===== config.mk =====
export PLATFORM = sky130hd
export DESIGN_NAME = pfm_top
export DESIGN_NICKNAME = d
export VERILOG_FILES = /design/src/core/pfm_pkg.sv /design/src/core/pfm_sync2.sv /design/src/core/pfm_top.sv
export SDC_FILE = /design/constraint.sdc
export NUM_CORES = 1
export LEC_CHECK = 0
export ABC_AREA = 1
export ABC_CLOCK_PERIOD_IN_PS = 3300
export BUFFER_PORTS_ARGS = -buffer_cell sky130_fd_sc_hd__buf_2
export CAP_MARGIN = 20
export CORE_MARGIN = 1
export CORE_UTILIZATION = 25
export DETAILED_ROUTE_END_ITERATION = 7
export GPL_ROUTABILITY_DRIVEN = 0
export HOLD_SLACK_MARGIN = 0.03
export PLACE_DENSITY_LB_ADDON = 0.08
export SLEW_MARGIN = 40
export SYNTH_ARGS = -nofsm -noshare
export SYNTH_HDL_FRONTEND = slang
export SYNTH_SLANG_ARGS = --single-unit

===== constraint.sdc =====
create_clock -name aclk -period 3.3 [get_ports aclk]
set_input_delay 0.33 -clock aclk [delete_from_list [all_inputs] [get_ports aclk]]
set_output_delay 0.33 -clock aclk [all_outputs]
set_load 0.01 [all_outputs]

===== src/core/pfm_pkg.sv =====
// Shared constants and types for the pin function merge block
package pfm_pkg;
    // Pin and function counts
    localparam int PIN_CNT = 16;
    localparam int OR_FN_CNT = 4;
    localparam int AND_FN_CNT = 4;
    localparam int OUT_FN_CNT = 4;
    localparam int AXI_AW = 12;
    // Fixed roles of two AND-type input functions
    localparam int AND_FN_BUS_REQ = 2;
    localparam int AND_FN_WAIT = 3;
    // Configuration register offsets (byte addresses)
    localparam logic [11:0] OFS_OR_SEL = 12'h000;
    localparam logic [11:0] OFS_AND_SEL = 12'h010;
    localparam logic [11:0] OFS_OUT_SEL = 12'h020;
    localparam logic [11:0] OFS_ADDR_SEL = 12'h030;
    localparam logic [11:0] OFS_DATA_SEL = 12'h034;
    localparam logic [11:0] OFS_CTRL_SEL = 12'h038;
    localparam logic [11:0] OFS_MERGED = 12'h03C;
    localparam int CFG_WORDS = 15;
    // Port level register: printed offset is an index, byte address is four times it
    localparam logic [31:0] IDX_PORT_LEVELS = 32'hFFFFD382;
    localparam logic [11:0] OFS_PORT_LEVELS = 12'(IDX_PORT_LEVELS * 32'h4);
    // Reset values
    localparam logic [15:0] RST_SEL = 16'h0000;
    localparam logic [31:0] RST_RDATA = 32'h0000_0000;
    // AXI response codes
    localparam logic [1:0] RESP_OKAY = 2'h0;
    localparam logic [1:0] RESP_SLVERR = 2'h2;
    // Per-pin drive bundle
    typedef struct packed {
        logic [PIN_CNT-1:0] out;
        logic [PIN_CNT-1:0] oe;
    } pfm_pin_drive_t;
    // Merged input function results
    typedef struct packed {
        logic [OR_FN_CNT-1:0] or_fn;
        logic [AND_FN_CNT-1:0] and_fn;
    } pfm_merged_t;
endpackage


===== src/core/pfm_sync2.sv =====
// Two-stage synchroniser for pin levels
`timescale 1ns/1ns
`default_nettype none
module pfm_sync2 #(
    parameter int WIDTH = 16
) (
    input wire logic aclk, // System clock
    input wire logic aresetn, // Synchronous reset, active low
    input wire logic [WIDTH-1:0] async_in, // Levels from pins
    output logic [WIDTH-1:0] sync_out // Levels in clock domain
);
    logic [WIDTH-1:0] stage1_ff;
    logic [WIDTH-1:0] stage2_ff;

    // First stage feeds only the second
    always_ff @(posedge aclk) begin
        if (!aresetn) begin
            stage1_ff <= '0;
            stage2_ff <= '0;
        end else begin
            stage1_ff <= async_in;
            stage2_ff <= stage1_ff;
        end
    end

    assign sync_out = stage2_ff;
endmodule // pfm_sync2
`default_nettype wire


===== src/core/pfm_top.sv =====
// Pin function merge logic, bus-pin forcing and input-only port
//
// Added by the designer: the AXI4-Lite slave port.
`timescale 1ns/1ns
`default_nettype none
// What this block does
// - Multi-pin serial and capture inputs merge by OR
// - Multi-pin interrupt, request, trigger inputs merge by AND
// - Output function drives each selected pin not claimed by a bus function or a lower-numbered output function
// - Low port pin switched to request gives edge
// - Single-chip: address pins drive static level
// - Single-chip: data pins left high impedance
// - Single-chip: other bus outputs held high
// - Single-chip: bus request and wait ignored
// - Bus request and wait pins stay inputs
// - Input port has 8 or 16 pins
// - Port register 16 bits, read-only, bit n pin n
// - Only implemented pins map to register bits
// - Writes to port register are discarded
// - Reads return live pin levels
// - Converter-sampled pin reads as one
module pfm_top #(
    parameter int PORT_WIDTH = 16, // 8 or 16 port pins
    parameter logic ADDR_STATIC_LEVEL = 1'b0 // Level on address pins in single-chip mode
) (
    input wire logic aclk, // System clock, 100 MHz
    input wire logic aresetn, // Synchronous reset, active low
    // AXI4-Lite slave
    input wire logic [pfm_pkg::AXI_AW-1:0] s_axi_awaddr, // Write address
    input wire logic s_axi_awvalid, // Write address valid
    output logic s_axi_awready, // Write address ready
    input wire logic [31:0] s_axi_wdata, // Write data
    input wire logic [3:0] s_axi_wstrb, // Write byte strobes
    input wire logic s_axi_wvalid, // Write data valid
    output logic s_axi_wready, // Write data ready
    output logic [1:0] s_axi_bresp, // Write response
    output logic s_axi_bvalid, // Write response valid
    input wire logic s_axi_bready, // Write response ready
    input wire logic [pfm_pkg::AXI_AW-1:0] s_axi_araddr, // Read address
    input wire logic s_axi_arvalid, // Read address valid
    output logic s_axi_arready, // Read address ready
    output logic [31:0] s_axi_rdata, // Read data
    output logic [1:0] s_axi_rresp, // Read response
    output logic s_axi_rvalid, // Read data valid
    input wire logic s_axi_rready, // Read data ready
    // Operating mode
    input wire logic single_chip_mode, // High in single-chip mode
    // Multiplexed pins
    input wire logic [pfm_pkg::PIN_CNT-1:0] mux_pin_in, // Pin levels
    output logic [pfm_pkg::PIN_CNT-1:0] mux_pin_out, // Pin output values
    output logic [pfm_pkg::PIN_CNT-1:0] mux_pin_oe, // Pin output enables
    // Bus controller drive per pin, used outside single-chip mode
    input wire pfm_pkg::pfm_pin_drive_t bus_drive, // Bus pin values and enables
    // Output function values from peripherals
    input wire logic [pfm_pkg::OUT_FN_CNT-1:0] out_fn_value, // Output function levels
    // Merged input functions to peripherals
    output pfm_pkg::pfm_merged_t merged_fn, // Merged input function levels
    output logic [pfm_pkg::AND_FN_CNT-1:0] and_fn_fall, // Falling edge pulses of AND functions
    // Input-only port
    input wire logic [15:0] port_pin_in, // Port pin levels
    input wire logic [15:0] adc_sampling // Converter sampling each pin
);
    localparam int NP = pfm_pkg::PIN_CNT;
    localparam int NOR = pfm_pkg::OR_FN_CNT;
    localparam int NAND = pfm_pkg::AND_FN_CNT;
    localparam int NOUT = pfm_pkg::OUT_FN_CNT;
    localparam int AW = pfm_pkg::AXI_AW;

    // Byte-strobe merge of a write into a 16-bit register
    function automatic logic [15:0] strb_merge(input logic [15:0] old, input logic [31:0] data,
                                              input logic [3:0] strb);
        logic [15:0] res;
        res = old;
        if (strb[0]) begin
            res[7:0] = data[7:0];
        end
        if (strb[1]) begin
            res[15:8] = data[15:8];
        end
        return res;
    endfunction

    // Configuration word index of an address, CFG_WORDS when none
    function automatic logic [3:0] cfg_index(input logic [AW-1:0] addr);
        logic [3:0] idx;
        idx = 4'(pfm_pkg::CFG_WORDS);
        if (addr[AW-1:6] == '0 && addr[1:0] == 2'h0 && 32'(addr[5:2]) < pfm_pkg::CFG_WORDS) begin
            idx = addr[5:2];
        end
        return idx;
    endfunction

    // Registers
    logic [15:0] cfg_ff [pfm_pkg::CFG_WORDS];
    logic [AW-1:0] awaddr_ff;
    logic aw_held_ff;
    logic [31:0] wdata_ff;
    logic [3:0] wstrb_ff;
    logic w_held_ff;
    logic bvalid_ff;
    logic [1:0] bresp_ff;
    logic rvalid_ff;
    logic [1:0] rresp_ff;
    logic [31:0] rdata_ff;
    pfm_pkg::pfm_merged_t merged_ff;
    logic [NAND-1:0] fall_ff;
    logic [NP-1:0] pin_out_ff;
    logic [NP-1:0] pin_oe_ff;

    // Synchronised pin levels
    logic [NP-1:0] pin_sync;
    logic [15:0] port_sync;

    pfm_sync2 #(.WIDTH(NP)) u_sync_mux (
        .aclk(aclk),
        .aresetn(aresetn),
        .async_in(mux_pin_in),
        .sync_out(pin_sync)
    );

    pfm_sync2 #(.WIDTH(16)) u_sync_port (
        .aclk(aclk),
        .aresetn(aresetn),
        .async_in(port_pin_in),
        .sync_out(port_sync)
    );

    // Named views of the configuration words
    logic [NP-1:0] addr_sel;
    logic [NP-1:0] data_sel;
    logic [NP-1:0] ctrl_sel;
    assign addr_sel = cfg_ff[12];
    assign data_sel = cfg_ff[13];
    assign ctrl_sel = cfg_ff[14];

    // OR-type merge: unselected pins contribute 0
    logic [NOR-1:0] or_merge;
    genvar gi;
    generate
        for (gi = 0; gi < NOR; gi++) begin : g_or
            assign or_merge[gi] = |(pin_sync & cfg_ff[gi]);
        end
    endgenerate

    // AND-type merge: unselected pins contribute 1
    logic [NAND-1:0] and_raw;
    logic [NAND-1:0] and_merge;
    generate
        for (gi = 0; gi < NAND; gi++) begin : g_and
            assign and_raw[gi] = &(pin_sync | ~cfg_ff[NOR+gi]);
            if (gi == pfm_pkg::AND_FN_BUS_REQ || gi == pfm_pkg::AND_FN_WAIT) begin : g_bus_in
                // Pins still sampled as inputs, result held inactive in single-chip mode
                assign and_merge[gi] = and_raw[gi] | single_chip_mode;
            end else begin : g_plain
                assign and_merge[gi] = and_raw[gi];
            end
        end
    endgenerate

    // Selecting a low pin turns the merged level 1 to 0, seen as a falling edge
    logic [NAND-1:0] fall_det;
    assign fall_det = merged_ff.and_fn & ~and_merge;

    // Output function per pin: lowest selecting function wins
    logic [NP-1:0] fn_hit;
    logic [NP-1:0] fn_val;
    generate
        for (gi = 0; gi < NP; gi++) begin : g_fn
            logic [NOUT-1:0] sel_col;
            logic [NOUT-1:0] first_col;
            for (genvar fk = 0; fk < NOUT; fk++) begin : g_col
                assign sel_col[fk] = cfg_ff[NOR+NAND+fk][gi];
            end
            assign first_col = sel_col & (~sel_col + NOUT'(1));
            assign fn_hit[gi] = |sel_col;
            assign fn_val[gi] = |(first_col & out_fn_value);
        end
    endgenerate

    // Pin drive selection: bus functions first, then output functions
    logic [NP-1:0] nxt_pin_out;
    logic [NP-1:0] nxt_pin_oe;
    generate
        for (gi = 0; gi < NP; gi++) begin : g_drv
            assign nxt_pin_oe[gi] = data_sel[gi] ? (!single_chip_mode && bus_drive.oe[gi]) :
                                    (addr_sel[gi] | ctrl_sel[gi]) ?
                                    (single_chip_mode | bus_drive.oe[gi]) : fn_hit[gi];
            assign nxt_pin_out[gi] = data_sel[gi] ? (!single_chip_mode && bus_drive.out[gi]) :
                                     addr_sel[gi] ? (single_chip_mode ? ADDR_STATIC_LEVEL :
                                                     bus_drive.out[gi]) :
                                     ctrl_sel[gi] ? (single_chip_mode | bus_drive.out[gi]) :
                                     (fn_hit[gi] & fn_val[gi]);
        end
    endgenerate

    // Input port read value: live levels, converter-sampled pins read 1
    logic [15:0] port_live;
    logic [15:0] port_mask;
    logic [15:0] port_read;
    assign port_mask = (PORT_WIDTH == 8) ? 16'h00FF : 16'hFFFF;
    assign port_live = port_sync | adc_sampling;
    assign port_read = port_live & port_mask;

    // Write path decode
    logic wr_go;
    logic [3:0] wr_idx;
    logic wr_cfg;
    logic wr_port;
    logic wr_ok;
    logic [3:0] wr_slot;
    assign wr_go = aw_held_ff && w_held_ff && !bvalid_ff;
    assign wr_idx = cfg_index(awaddr_ff);
    assign wr_cfg = wr_go && (32'(wr_idx) < pfm_pkg::CFG_WORDS);
    assign wr_port = awaddr_ff == pfm_pkg::OFS_PORT_LEVELS;
    assign wr_ok = (32'(wr_idx) < pfm_pkg::CFG_WORDS) || wr_port
                   || awaddr_ff == pfm_pkg::OFS_MERGED;

    // Array index kept in range when the address decodes to no word
    assign wr_slot = wr_cfg ? wr_idx : 4'h0;

    // Read path decode
    logic rd_go;
    logic [3:0] rd_idx;
    logic rd_cfg;
    logic rd_port;
    logic rd_merged;
    logic [31:0] rd_word;
    logic [3:0] rd_slot;
    assign rd_go = s_axi_arvalid && !rvalid_ff;
    assign rd_idx = cfg_index(s_axi_araddr);
    assign rd_cfg = 32'(rd_idx) < pfm_pkg::CFG_WORDS;
    assign rd_port = s_axi_araddr == pfm_pkg::OFS_PORT_LEVELS;
    assign rd_merged = s_axi_araddr == pfm_pkg::OFS_MERGED;

    // Array index kept in range for unmapped reads
    assign rd_slot = rd_cfg ? rd_idx : 4'h0;
    assign rd_word = rd_port ? {16'h0000, port_read} :
                     rd_merged ? {24'h00_0000, merged_ff} :
                     rd_cfg ? {16'h0000, cfg_ff[rd_slot]} : pfm_pkg::RST_RDATA;

    // Handshake outputs
    assign s_axi_awready = !aw_held_ff;
    assign s_axi_wready = !w_held_ff;
    assign s_axi_arready = !rvalid_ff;

    // Response channels straight from registers
    assign s_axi_bvalid = bvalid_ff;
    assign s_axi_bresp = bresp_ff;
    assign s_axi_rvalid = rvalid_ff;
    assign s_axi_rresp = rresp_ff;
    assign s_axi_rdata = rdata_ff;

    // Write address and data capture, in either order
    always_ff @(posedge aclk) begin
        if (!aresetn) begin
            aw_held_ff <= 1'b0;
            w_held_ff <= 1'b0;
            awaddr_ff <= '0;
            wdata_ff <= '0;
            wstrb_ff <= '0;
        end else begin
            if (s_axi_awvalid && !aw_held_ff) begin
                aw_held_ff <= 1'b1;
                awaddr_ff <= s_axi_awaddr;
            end else if (wr_go) begin
                aw_held_ff <= 1'b0;
            end
            if (s_axi_wvalid && !w_held_ff) begin
                w_held_ff <= 1'b1;
                wdata_ff <= s_axi_wdata;
                wstrb_ff <= s_axi_wstrb;
            end else if (wr_go) begin
                w_held_ff <= 1'b0;
            end
        end
    end

    // Write response; the port register takes no write
    always_ff @(posedge aclk) begin
        if (!aresetn) begin
            bvalid_ff <= 1'b0;
            bresp_ff <= pfm_pkg::RESP_OKAY;
        end else if (wr_go) begin
            bvalid_ff <= 1'b1;
            bresp_ff <= wr_ok ? pfm_pkg::RESP_OKAY : pfm_pkg::RESP_SLVERR;
        end else if (s_axi_bready) begin
            bvalid_ff <= 1'b0;
        end
    end

    // Configuration words
    always_ff @(posedge aclk) begin
        if (!aresetn) begin
            for (int i = 0; i < pfm_pkg::CFG_WORDS; i++) begin
                cfg_ff[i] <= pfm_pkg::RST_SEL;
            end
        end else if (wr_cfg) begin
            cfg_ff[wr_slot] <= strb_merge(cfg_ff[wr_slot], wdata_ff, wstrb_ff);
        end
    end

    // Read response
    always_ff @(posedge aclk) begin
        if (!aresetn) begin
            rvalid_ff <= 1'b0;
            rresp_ff <= pfm_pkg::RESP_OKAY;
            rdata_ff <= pfm_pkg::RST_RDATA;
        end else if (rd_go) begin
            rvalid_ff <= 1'b1;
            rresp_ff <= (rd_cfg || rd_port || rd_merged) ? pfm_pkg::RESP_OKAY : pfm_pkg::RESP_SLVERR;
            rdata_ff <= rd_word;
        end else if (s_axi_rready) begin
            rvalid_ff <= 1'b0;
        end
    end

    // Merged levels and edge pulses; reset levels match idle, so no false edge
    always_ff @(posedge aclk) begin
        if (!aresetn) begin
            merged_ff <= {{NOR{1'b0}}, {NAND{1'b1}}};
            fall_ff <= '0;
        end else begin
            merged_ff <= {or_merge, and_merge};
            fall_ff <= fall_det;
        end
    end

    // Pin drive registers; every pin released while in reset
    always_ff @(posedge aclk) begin
        if (!aresetn) begin
            pin_out_ff <= '0;
            pin_oe_ff <= '0;
        end else begin
            pin_out_ff <= nxt_pin_out;
            pin_oe_ff <= nxt_pin_oe;
        end
    end

    assign merged_fn = merged_ff;
    assign and_fn_fall = fall_ff;
    assign mux_pin_out = pin_out_ff;
    assign mux_pin_oe = pin_oe_ff;
endmodule // pfm_top
`default_nettype wire


==> flow_summary.ini, run 1 <==
[sta]
holdWs_ns = 0.04708
crit_share_post_route_pct = 92.07
tightestPinTransition_ns = 0.8895
max_freq_ghz = 0.3291
report.final.slew_viol_count = 0
worst_slew_margin_relative_to_its_limit_pct = 40.64
hold_violations = 0
final_total_negative_setup_slack_ns = 0
rsz0062_at_grt = false
final_period_minus_worst_setup_slack_ns = 3.038
setup_slack_ns = 0.2617
finalSetupViolCount = 0
finClkSkew_ns = 0.01839

[power_and_ir_drop]
power.static_leakage_nw = 10.00
power.switching_w = 0.003233
swShare_pct = 25.70
power_w = 0.01258
peakVddDrop_v = 0.0004074
power.internal_w = 0.009348
clock_power_share_pct = 44.6
power.share.sequential_pct = 47.0
cellPowerDensity_nw_per_um2 = 518.2
p_comb_share_pct = 8.4

[drt]
dr_total_vias = 17250
detail_route.iter0.violations = 1626
average_vias_per_placed_instance = 4.805
route.antenna.remaining_nets = 0
drc_errors = 0
drt-wirelength-per-cell_um = 21.96
detailedRoute.firstPassIterationCount = 6
finalWirelength_um = 78820

[grt]
first_global_vias = 16550
grt_usage_pct = 19.65
pin_count_of_the_biggest_net_entering_global_routing = 141
antenna_found_initial = 0
grt-ovfl-total = 0
grt_first_pass_wirelength_um = 112800

[clocking]
path_clk_slew_ns = 0.06
cts_htree_levels = 2
postcts_setup_bufs = 0
cts_tree = yes
cts_num_sinks = 416
clock_latency_ns = 0.61
cts-buffers-inserted = 52
clock_path_buffers = 3
cts-root-buf = clkbuf_16

[critical_path]
cp_slowest_cell = or4_4
crit_path_frequent_cell = nor2_8
start_kind = flop
crit_path_cell_trace = or4_4 > nor3_2 > inv_2 > nor2_8 > nand2_4 > nor2_8 > nand2_2 > nand2_1
timing.critical_path.slowest_cell_delay_ns = 0.54
worstPathBufferInverterCount = 1
timing_worst_setup_path_type = flop to flop
cp_max_fo = 15
required_ns = 3.56
path_delay_family = simple AND/OR/NAND/NOR gates
critical_path.endpoint_type = flop
arrival_ns = 3.30

[yosys]
number_of_flops_mapped_to_enable_cells_by_yosys = 256
avg_cell_area_syn_um2 = 8.744
ys_ff_latch = 416
synthCells = 2222
netlist-cell-type-count = 50
synth.yosys.seq_area_share_pct = 56.05
yosys_warn_count = 0
ys_async_sr_fraction_pct = 0
synth.cell_area_um2 = 19430
synthDominantCellAreaShare_pct = 39.56
synth.area.top_cells = edfxtp_1 40%, dfxtp_1 16%, nand2_1 8.8%
yosys.area.top_type = edfxtp_1
synth_flop_cell = edfxtp_1

[floorplanning]
rows = 101
start_util_pct = 25.41
die_w_um = 280.8
top_level_ports = 237
core_region_area_um2 = 76450
dieArea_um2 = 78840
chipHeight_um = 280.8

[placed_design]
dp_worst_setup_slack_ns = 0.2411
portBuffers = 200
post-dp-hpwl_um = 55140

[min_path]
hold_path.class = primary input to flop

[final_layout]
insertedDiodeCount = 0
nets = 2668
area_growth_syn_to_layout_pct = 24.93
final_layout_size_suffix_gt1_share_pct = 16.09

[flow_run]
drv_cap = 0

[status]
run_status = finished, final reports clean
sequential cells by signal, indices dropped and copies added, names as in the netlist, 2 cells and up:
name	cells
s_axi_rdata	16
wdata_ff	16
u_sync_mux.sync_out	16
mux_pin_out	16
and_fn_fall	4
mux_pin_oe	16
wstrb_ff	2
awaddr_ff	12
u_sync_mux.stage1_ff	16
u_sync_port.stage1_ff	16
u_sync_port.sync_out	16
cfg_ff	256
merged_fn	8
stage by stage:
step                util [%]  area (um2)  cells
floorplan                  -       19550   2255
global placement       28.48       21780   3410
detailed placement     28.49       21780   3410
CTS                    31.75       24270   3590
global route           31.75       24270   3590
finish                 31.75       24270   3590
metal layers:
layer	global-route usage, %	vias up	wire length (um)
met1	26.15	8429	34260
met3	2.452	113	4375
met2	33.59	576	38480
met5	0	-	0
met4	4.806	0	1705
li1	-	8132	-
power by group through the flow:
stage	registers [W]	logic, W	clock network [W]
2_1_floorplan	0.00596	0.000529	0
3_3_place_gp	0.00602	0.000987	0
3_5_place_dp	0.00602	0.000992	0
4_1_cts	0.00591	0.00107	0.00575
5_1_grt	0.00594	0.00116	0.00594
6_report	0.00591	0.00105	0.00561
cells in the mapped netlist (8+ instances only):
master     number
a221oi_1       28
o2bb2ai_1      13
nor2_1        353
dfxtp_1       160
nor3_1         41
nand2_1       455
a21oi_1        77
nand3_2        18
edfxtp_1      256
nand3_1       237
nand4_1        50
buf_1           9
buf_4          18
inv_1         190
nand3_4        10
o21ai_0        94
o211ai_1       23
o311ai_0        8
clkbuf_1       94
buf_2           9
a22o_1         10
area by class of cell:
class	instances	area, um2
Clock buffer	63	1405
Sequential cell	416	10890
Inverter	195	732.0
Timing Repair Buffer	339	2315
Tap cell	1030	1289
Fill cell	8154	52180
Multi-Input combinational cell	1512	7380
Clock inverter	35	264.0
worst reg2reg max path, delay by kind of cell, from the launching register on:
| family | cells | cell delay [ns] |
|---|---|---|
| AND/OR/NAND/NOR | 7 | 2.18 |
| buffers and inverters | 1 | 0.18 |
| flip-flops | 1 | 0.33 |
placed cells by master, fill, tap and decap left out, types with 77 or more instances in the layout:
cell,instances
dfxtp_1,160
o21ai_0,94
nand3_1,235
nor2_1,351
dlygate4sd3_1,82
nand2_1,455
inv_1,174
buf_2,199
a21oi_1,77
edfxtp_1,256
final timing paths:
check,startpoint,endpoint,slack (ns),cells after the start
max,awaddr_ff[11]$_SDFFE_PN0P_,cfg_ff[0][1]$_SDFFCE_PN0P_,0.26,8
min,s_axi_wdata[0],wdata_ff[0]$_SDFFE_PN0P_,0.05,3
max reg2reg,awaddr_ff[11]$_SDFFE_PN0P_,cfg_ff[0][1]$_SDFFCE_PN0P_,0.26,8
min reg2reg,u_sync_port.stage1_ff[11]$_SDFF_PN0_,u_sync_port.sync_out[11]$_SDFF_PN0_,0.41,2
repair_timing:
action                                 4_1_cts  5_1_grt
hold buffers                                82        0
resized for setup                            0        0
endpoints found under the hold margin       82        0
cells by family (layout without fill, tap and decap cells):
| kind of cell | Yosys count | after routing | share of synthesized area, % |
|---|---|---|---|
| simple gates | 1187 | 1187 | 27.59 |
| buf+inv | 327 | 632 | 6.819 |
| flops | 416 | 416 | 56.05 |
| other cells | 1 | 34 | 0.01930 |
| compound gates | 291 | 291 | 9.524 |
Power figures use the tool's default switching activity.
==> run 2: changes to the inputs <==
--- a/config.mk
+++ b/config.mk
@@ -13,6 +13,7 @@
 export CORE_UTILIZATION = 25
 export DETAILED_ROUTE_END_ITERATION = 7
 export GPL_ROUTABILITY_DRIVEN = 0
+export GPL_TIMING_DRIVEN = 0
 export HOLD_SLACK_MARGIN = 0.03
 export PLACE_DENSITY_LB_ADDON = 0.08
 export SLEW_MARGIN = 40
==> flow_summary.ini, run 2 (synthesis gave the netlist of run 1 again) <==
[critical_path]
end_of_the_worst_register_to_register_path = cfg_ff[0][2]$_SDFFCE_PN0P_
crit-reg2reg-launch = awaddr_ff[11]$_SDFFE_PN0P_
cp_max_fo = 10
arrival_ns = 3.70
timing_worst_setup_path_type = primary input to flop
worst-r2r-setup-slack_ns = 0.20
start_kind = primary input
startpoint = s_axi_araddr[2]
required_ns = 3.80
worst_r2r_path_depth = 8
critical_path.endpoint_type = flop
setup.worst_path.end = s_axi_rdata[8]$_SDFFE_PN0P_

[grt]
first_global_vias = 16890
antenna_found_initial = 2
pin_count_of_the_biggest_net_entering_global_routing = 14
grt-ovfl-total = 0
grt_usage_pct = 21.57
grt_first_pass_wirelength_um = 120500

[final_layout]
registers.top_by_ff_count = cfg_ff
max_ffs_per_register = 256
most-common-layout-cells = 447 x nand2_1, 353 x nor2_1, 256 x edfxtp_1, 237 x nand3_1, 207 x buf_2
area_growth_syn_to_layout_pct = 26.48
insertedDiodeCount = 0
most_common_library_cell_in_the_layout_ignoring_fill_and_taps = nand2_1
nets = 2749
final_layout_size_suffix_gt1_share_pct = 15.34

[clocking]
cts_tree = yes
cts-buffers-inserted = 52
cts_num_sinks = 416
cts_htree_levels = 2
clock_path_buffers = 3
clock_latency_ns = 0.61
path_clk_slew_ns = 0.06
cts-root-buf = clkbuf_16

[power_and_ir_drop]
power_w = 0.01289
power.static_leakage_nw = 10.14
peakVddDrop_v = 0.0003396
cellPowerDensity_nw_per_um2 = 524.5

[sta]
crit_share_post_route_pct = 96.95
final_total_negative_setup_slack_ns = 0
report.final.slew_viol_count = 0
max_freq_ghz = 0.3126
worst_slew_margin_relative_to_its_limit_pct = 40.79
finClkSkew_ns = 0.02495
tightestPinTransition_ns = 0.8882
final_period_minus_worst_setup_slack_ns = 3.199
finalSetupViolCount = 0
rsz0062_at_grt = false
hold_violations = 0

[floorplanning]
chipHeight_um = 280.8
start_util_pct = 25.41
core_region_area_um2 = 76450
dieArea_um2 = 78840
rows = 101
top_level_ports = 237
die_w_um = 280.8

[flow_run]
drv_cap = 0

[drt]
detailedRoute.firstPassIterationCount = 6
detail_route.iter0.violations = 2023
drt-wirelength-per-cell_um = 23.50
drc_errors = 0
dr_total_vias = 17750
finalWirelength_um = 86250
average_vias_per_placed_instance = 4.835
route.antenna.remaining_nets = 0

[min_path]
hold_path.class = primary input to flop
hold_path_startpoint = s_axi_wdata[1]

[placed_design]
post-dp-hpwl_um = 65500
portBuffers = 196

[status]
run_status = finished, final reports clean
==> run 2: cell types whose count changed in the layout (fill, tap and decap cells not counted), sizes merged <==
| cell | change |
|---|---|
| inv | -3 |
| clkinvlp | -3 |
| buf | -13 |
| clkinv | -5 |
| bufinv | -1 |
| clkbuf | +106 |
==> run 2: worst min path at each step <==
stage / slack (ns) / cells after the start / endpoint
2_1_floorplan: 0.39 / 2 / u_sync_mux.sync_out[0]$_SDFF_PN0_
3_3_place_gp: 0.40 / 2 / u_sync_port.sync_out[4]$_SDFF_PN0_
3_5_place_dp: 0.40 / 2 / u_sync_port.sync_out[2]$_SDFF_PN0_
4_1_cts: 0.03 / 3 / wdata_ff[5]$_SDFFE_PN0P_
5_1_grt: 0.05 / 3 / wdata_ff[1]$_SDFFE_PN0P_
6_report: 0.05 / 3 / wdata_ff[1]$_SDFFE_PN0P_
==> run 2: timing repair <==
item,4_1_cts,5_1_grt
endpoints found under the hold margin,82,0
setup endpoints to repair,72,112
setup buffers,0,6
gates resized for setup,4,7
pin swaps,0,2
hold buffers,82,0
==> run 2: worst max-delay path: stages <==
cell      delay [ns]
buf_2           0.19
nand4_1         0.44
nand3_1         0.57
clkbuf_1        0.61
clkbuf_1        0.60
o211ai_1        0.19
nand3_1         0.13
nand3_1         0.25
nand3_1         0.25
a21oi_1         0.09
==> run 2: routing by layer <==
layer	track usage, %	part of all wire [%]	wire length, um	vias to the layer above
met5	0	0	0	-
met4	6.908	3.3	2827	0
met3	2.835	6.0	5174	145
met2	36.24	48	41110	732
met1	28.54	43	37140	8567
li1	-	-	-	8306
==> run 2: where the power goes <==
part	total, W	internal (W)	switching [W]
Combinational	0.00113	0.000360	0.000772
Clock	0.00584	0.00348	0.00235
Sequential	0.00592	0.00574	0.000177
==> run 2: final cells by class <==
cell class / count / area, um2
Clock inverter: 23 / 183.9
Multi-Input combinational cell: 1512 / 7377
Sequential cell: 416 / 10890
Inverter: 195 / 733.2
Clock buffer: 75 / 1578
Fill cell: 8111 / 51880
Timing Repair Buffer: 288 / 1897
Tap cell: 1030 / 1289
Buffer: 132 / 626.9
==> run 2: stage by stage <==
stage | util [%] | area [um2] | hold slack, ns | cells | worst slack [ns]
final | 32.14 | 24570 | 0.05251 | 3671 | 0.1006
after global routing | 32.14 | 24570 | 0.05057 | 3671 | 0.02901
after CTS | 32.00 | 24470 | 0.03232 | 3663 | 0.007809
after detailed placement | 28.61 | 21870 | 0.3972 | 3483 | -0.4153
after global placement | 28.54 | 21820 | 0.3952 | 3481 | -0.6678
after floorplan | - | 19550 | 0.3905 | 2255 | 0.7334
==> run 3: changes to the inputs <==
--- a/config.mk
+++ b/config.mk
@@ -6,7 +6,7 @@
 export NUM_CORES = 1
 export LEC_CHECK = 0
 export ABC_AREA = 1
-export ABC_CLOCK_PERIOD_IN_PS = 3300
+export ABC_CLOCK_PERIOD_IN_PS = 3400
 export BUFFER_PORTS_ARGS = -buffer_cell sky130_fd_sc_hd__buf_2
 export CAP_MARGIN = 20
 export CORE_MARGIN = 1
@@ -20,3 +20,4 @@
 export SYNTH_ARGS = -nofsm -noshare
 export SYNTH_HDL_FRONTEND = slang
 export SYNTH_SLANG_ARGS = --single-unit
+export TNS_END_PERCENT = 1
==> constraint.sdc (replaced) <==
create_clock -name aclk -period 3.4 [get_ports aclk]
set_input_delay 0.34 -clock aclk [delete_from_list [all_inputs] [get_ports aclk]]
set_output_delay 0.34 -clock aclk [all_outputs]
set_load 0.01 [all_outputs]
==> flow_summary.ini, run 3 (synthesis gave the netlist of run 1 again) <==
[critical_path]
critical_path.endpoint_type = flop
cp_slowest_cell = or4_4
crit_path_cell_trace = or4_4 > nor3_2 > inv_2 > nor2_8 > nand2_1 > nor2_4 > nand3_2 > nand2_2
path_delay_family = simple AND/OR/NAND/NOR gates
required_ns = 3.69
timing.critical_path.slowest_cell_delay_ns = 0.54
start_kind = flop
arrival_ns = 3.54
timing_worst_setup_path_type = flop to flop
cp_max_fo = 9
worst-r2r-setup-slack_ns = 0.15
worstPathBufferInverterCount = 1

[drt]
finalWirelength_um = 86340
drc_errors = 0
drt-wirelength-per-cell_um = 23.59
detailedRoute.firstPassIterationCount = 7
dr_total_vias = 17710
route.antenna.remaining_nets = 0
detail_route.iter0.violations = 2038
average_vias_per_placed_instance = 4.839

[floorplanning]
start_util_pct = 25.41
dieArea_um2 = 78840
chipHeight_um = 280.8
core_region_area_um2 = 76450
die_w_um = 280.8
top_level_ports = 237
rows = 101

[sta]
tightestPinTransition_ns = 0.8953
hold_violations = 0
final_period_minus_worst_setup_slack_ns = 3.251
rsz0062_at_grt = true
max_freq_ghz = 0.3076
worst_slew_margin_relative_to_its_limit_pct = 40.32
finClkSkew_ns = 0.02652
crit_share_post_route_pct = 95.63
finalSetupViolCount = 0
report.final.slew_viol_count = 0
holdWs_ns = 0.06126
final_total_negative_setup_slack_ns = 0

[grt]
grt_usage_pct = 21.57
antenna_found_initial = 2
first_global_vias = 16870
pin_count_of_the_biggest_net_entering_global_routing = 14
grt-ovfl-total = 0
grt_first_pass_wirelength_um = 120400

[placed_design]
portBuffers = 196
post-dp-hpwl_um = 65500
post-place-cells = 3483

[clocking]
clock_latency_ns = 0.61
clock_path_buffers = 3
cts_htree_levels = 2
cts_num_sinks = 416
cts-buffers-inserted = 52
cts-root-buf = clkbuf_16
path_clk_slew_ns = 0.06
cts_tree = yes

[final_layout]
final-seq-area_um2 = 10890
area_growth_syn_to_layout_pct = 25.81
nets = 2738
final_cell_count_no_fill = 3660
registers.top_by_ff_count = cfg_ff
most_common_library_cell_in_the_layout_ignoring_fill_and_taps = nand2_1
insertedDiodeCount = 0
most-common-layout-cells = 449 x nand2_1, 353 x nor2_1, 256 x edfxtp_1, 237 x nand3_1, 207 x buf_2
num-fill-cells = 8124
final_layout_size_suffix_gt1_share_pct = 15.10
multi_input_area_um2 = 7367
max_ffs_per_register = 256

[power_and_ir_drop]
power.static_leakage_nw = 10.08
cellPowerDensity_nw_per_um2 = 511.6
peakVddDrop_v = 0.0003294

[flow_run]
drv_cap = 0

[min_path]
hold_path.class = primary input to flop

[status]
run_status = finished, final reports clean
run 3: layout make-up:
class                      instances  share of cell area [%]
clock buffer                      75                   6.454
tap                             1030                   5.272
timing repair buffer             277                   7.268
buffer                           132                   2.564
sequential                       416                   44.55
clock inverter                    23                  0.7524
inverter                         195                   2.999
multi-input combinational       1512                   30.14
run 3: worst paths after layout:
| kind | startpoint | end | cells past startpoint |
|---|---|---|---|
| worst max-delay path | awaddr_ff[11]$_SDFFE_PN0P_ | cfg_ff[9][5]$_SDFFCE_PN0P_ | 8 |
| worst min-delay path | bus_drive[19] | mux_pin_out[3]$_SDFF_PN0_ | 3 |
| worst max register to register | awaddr_ff[11]$_SDFFE_PN0P_ | cfg_ff[9][5]$_SDFFCE_PN0P_ | 8 |
| worst min register to register | u_sync_port.stage1_ff[12]$_SDFF_PN0_ | u_sync_port.sync_out[12]$_SDFF_PN0_ | 2 |
run 3: stage by stage:
stage               area (um2)  setup WS, ns  total power [W]  util (%)
finish                   24440        0.1485          0.01251     31.97
global route             24440     -0.006209          0.01296     31.97
CTS                      24410        0.1078          0.01266     31.93
detailed placement       21870       -0.3253         0.006877     28.61
global placement         21820       -0.5778         0.006871     28.54
floorplan                19550        0.8334         0.006302         -
run 3: per-layer routing:
layer	track usage [%]	wire [um]
met4	6.908	2722
met1	28.54	37080
met2	36.22	41260
met5	0	0
met3	2.835	5280
run 3: power breakdown:
group          leakage (nW)  internal [W]  total [W]  switching, W
clock network         0.877       0.00338    0.00566       0.00228
logic                  5.23      0.000345    0.00109      0.000750
registers              3.97       0.00557    0.00575      0.000173
total                  10.1       0.00930     0.0125       0.00321
run 3: repair_timing:
item                                    4_1_cts  5_1_grt
pin swaps                                     0        0
hold endpoints to repair                     76        1
endpoints found under the setup margin       24       37
hold buffers                                 76        1
resized for setup                             4        4
buffers inserted                              0        0
run 3: worst min-delay path, cell delays in order:
cell	delay (ns)
buf_2	0.11
a21oi_1	0.11
a311oi_1	0.06
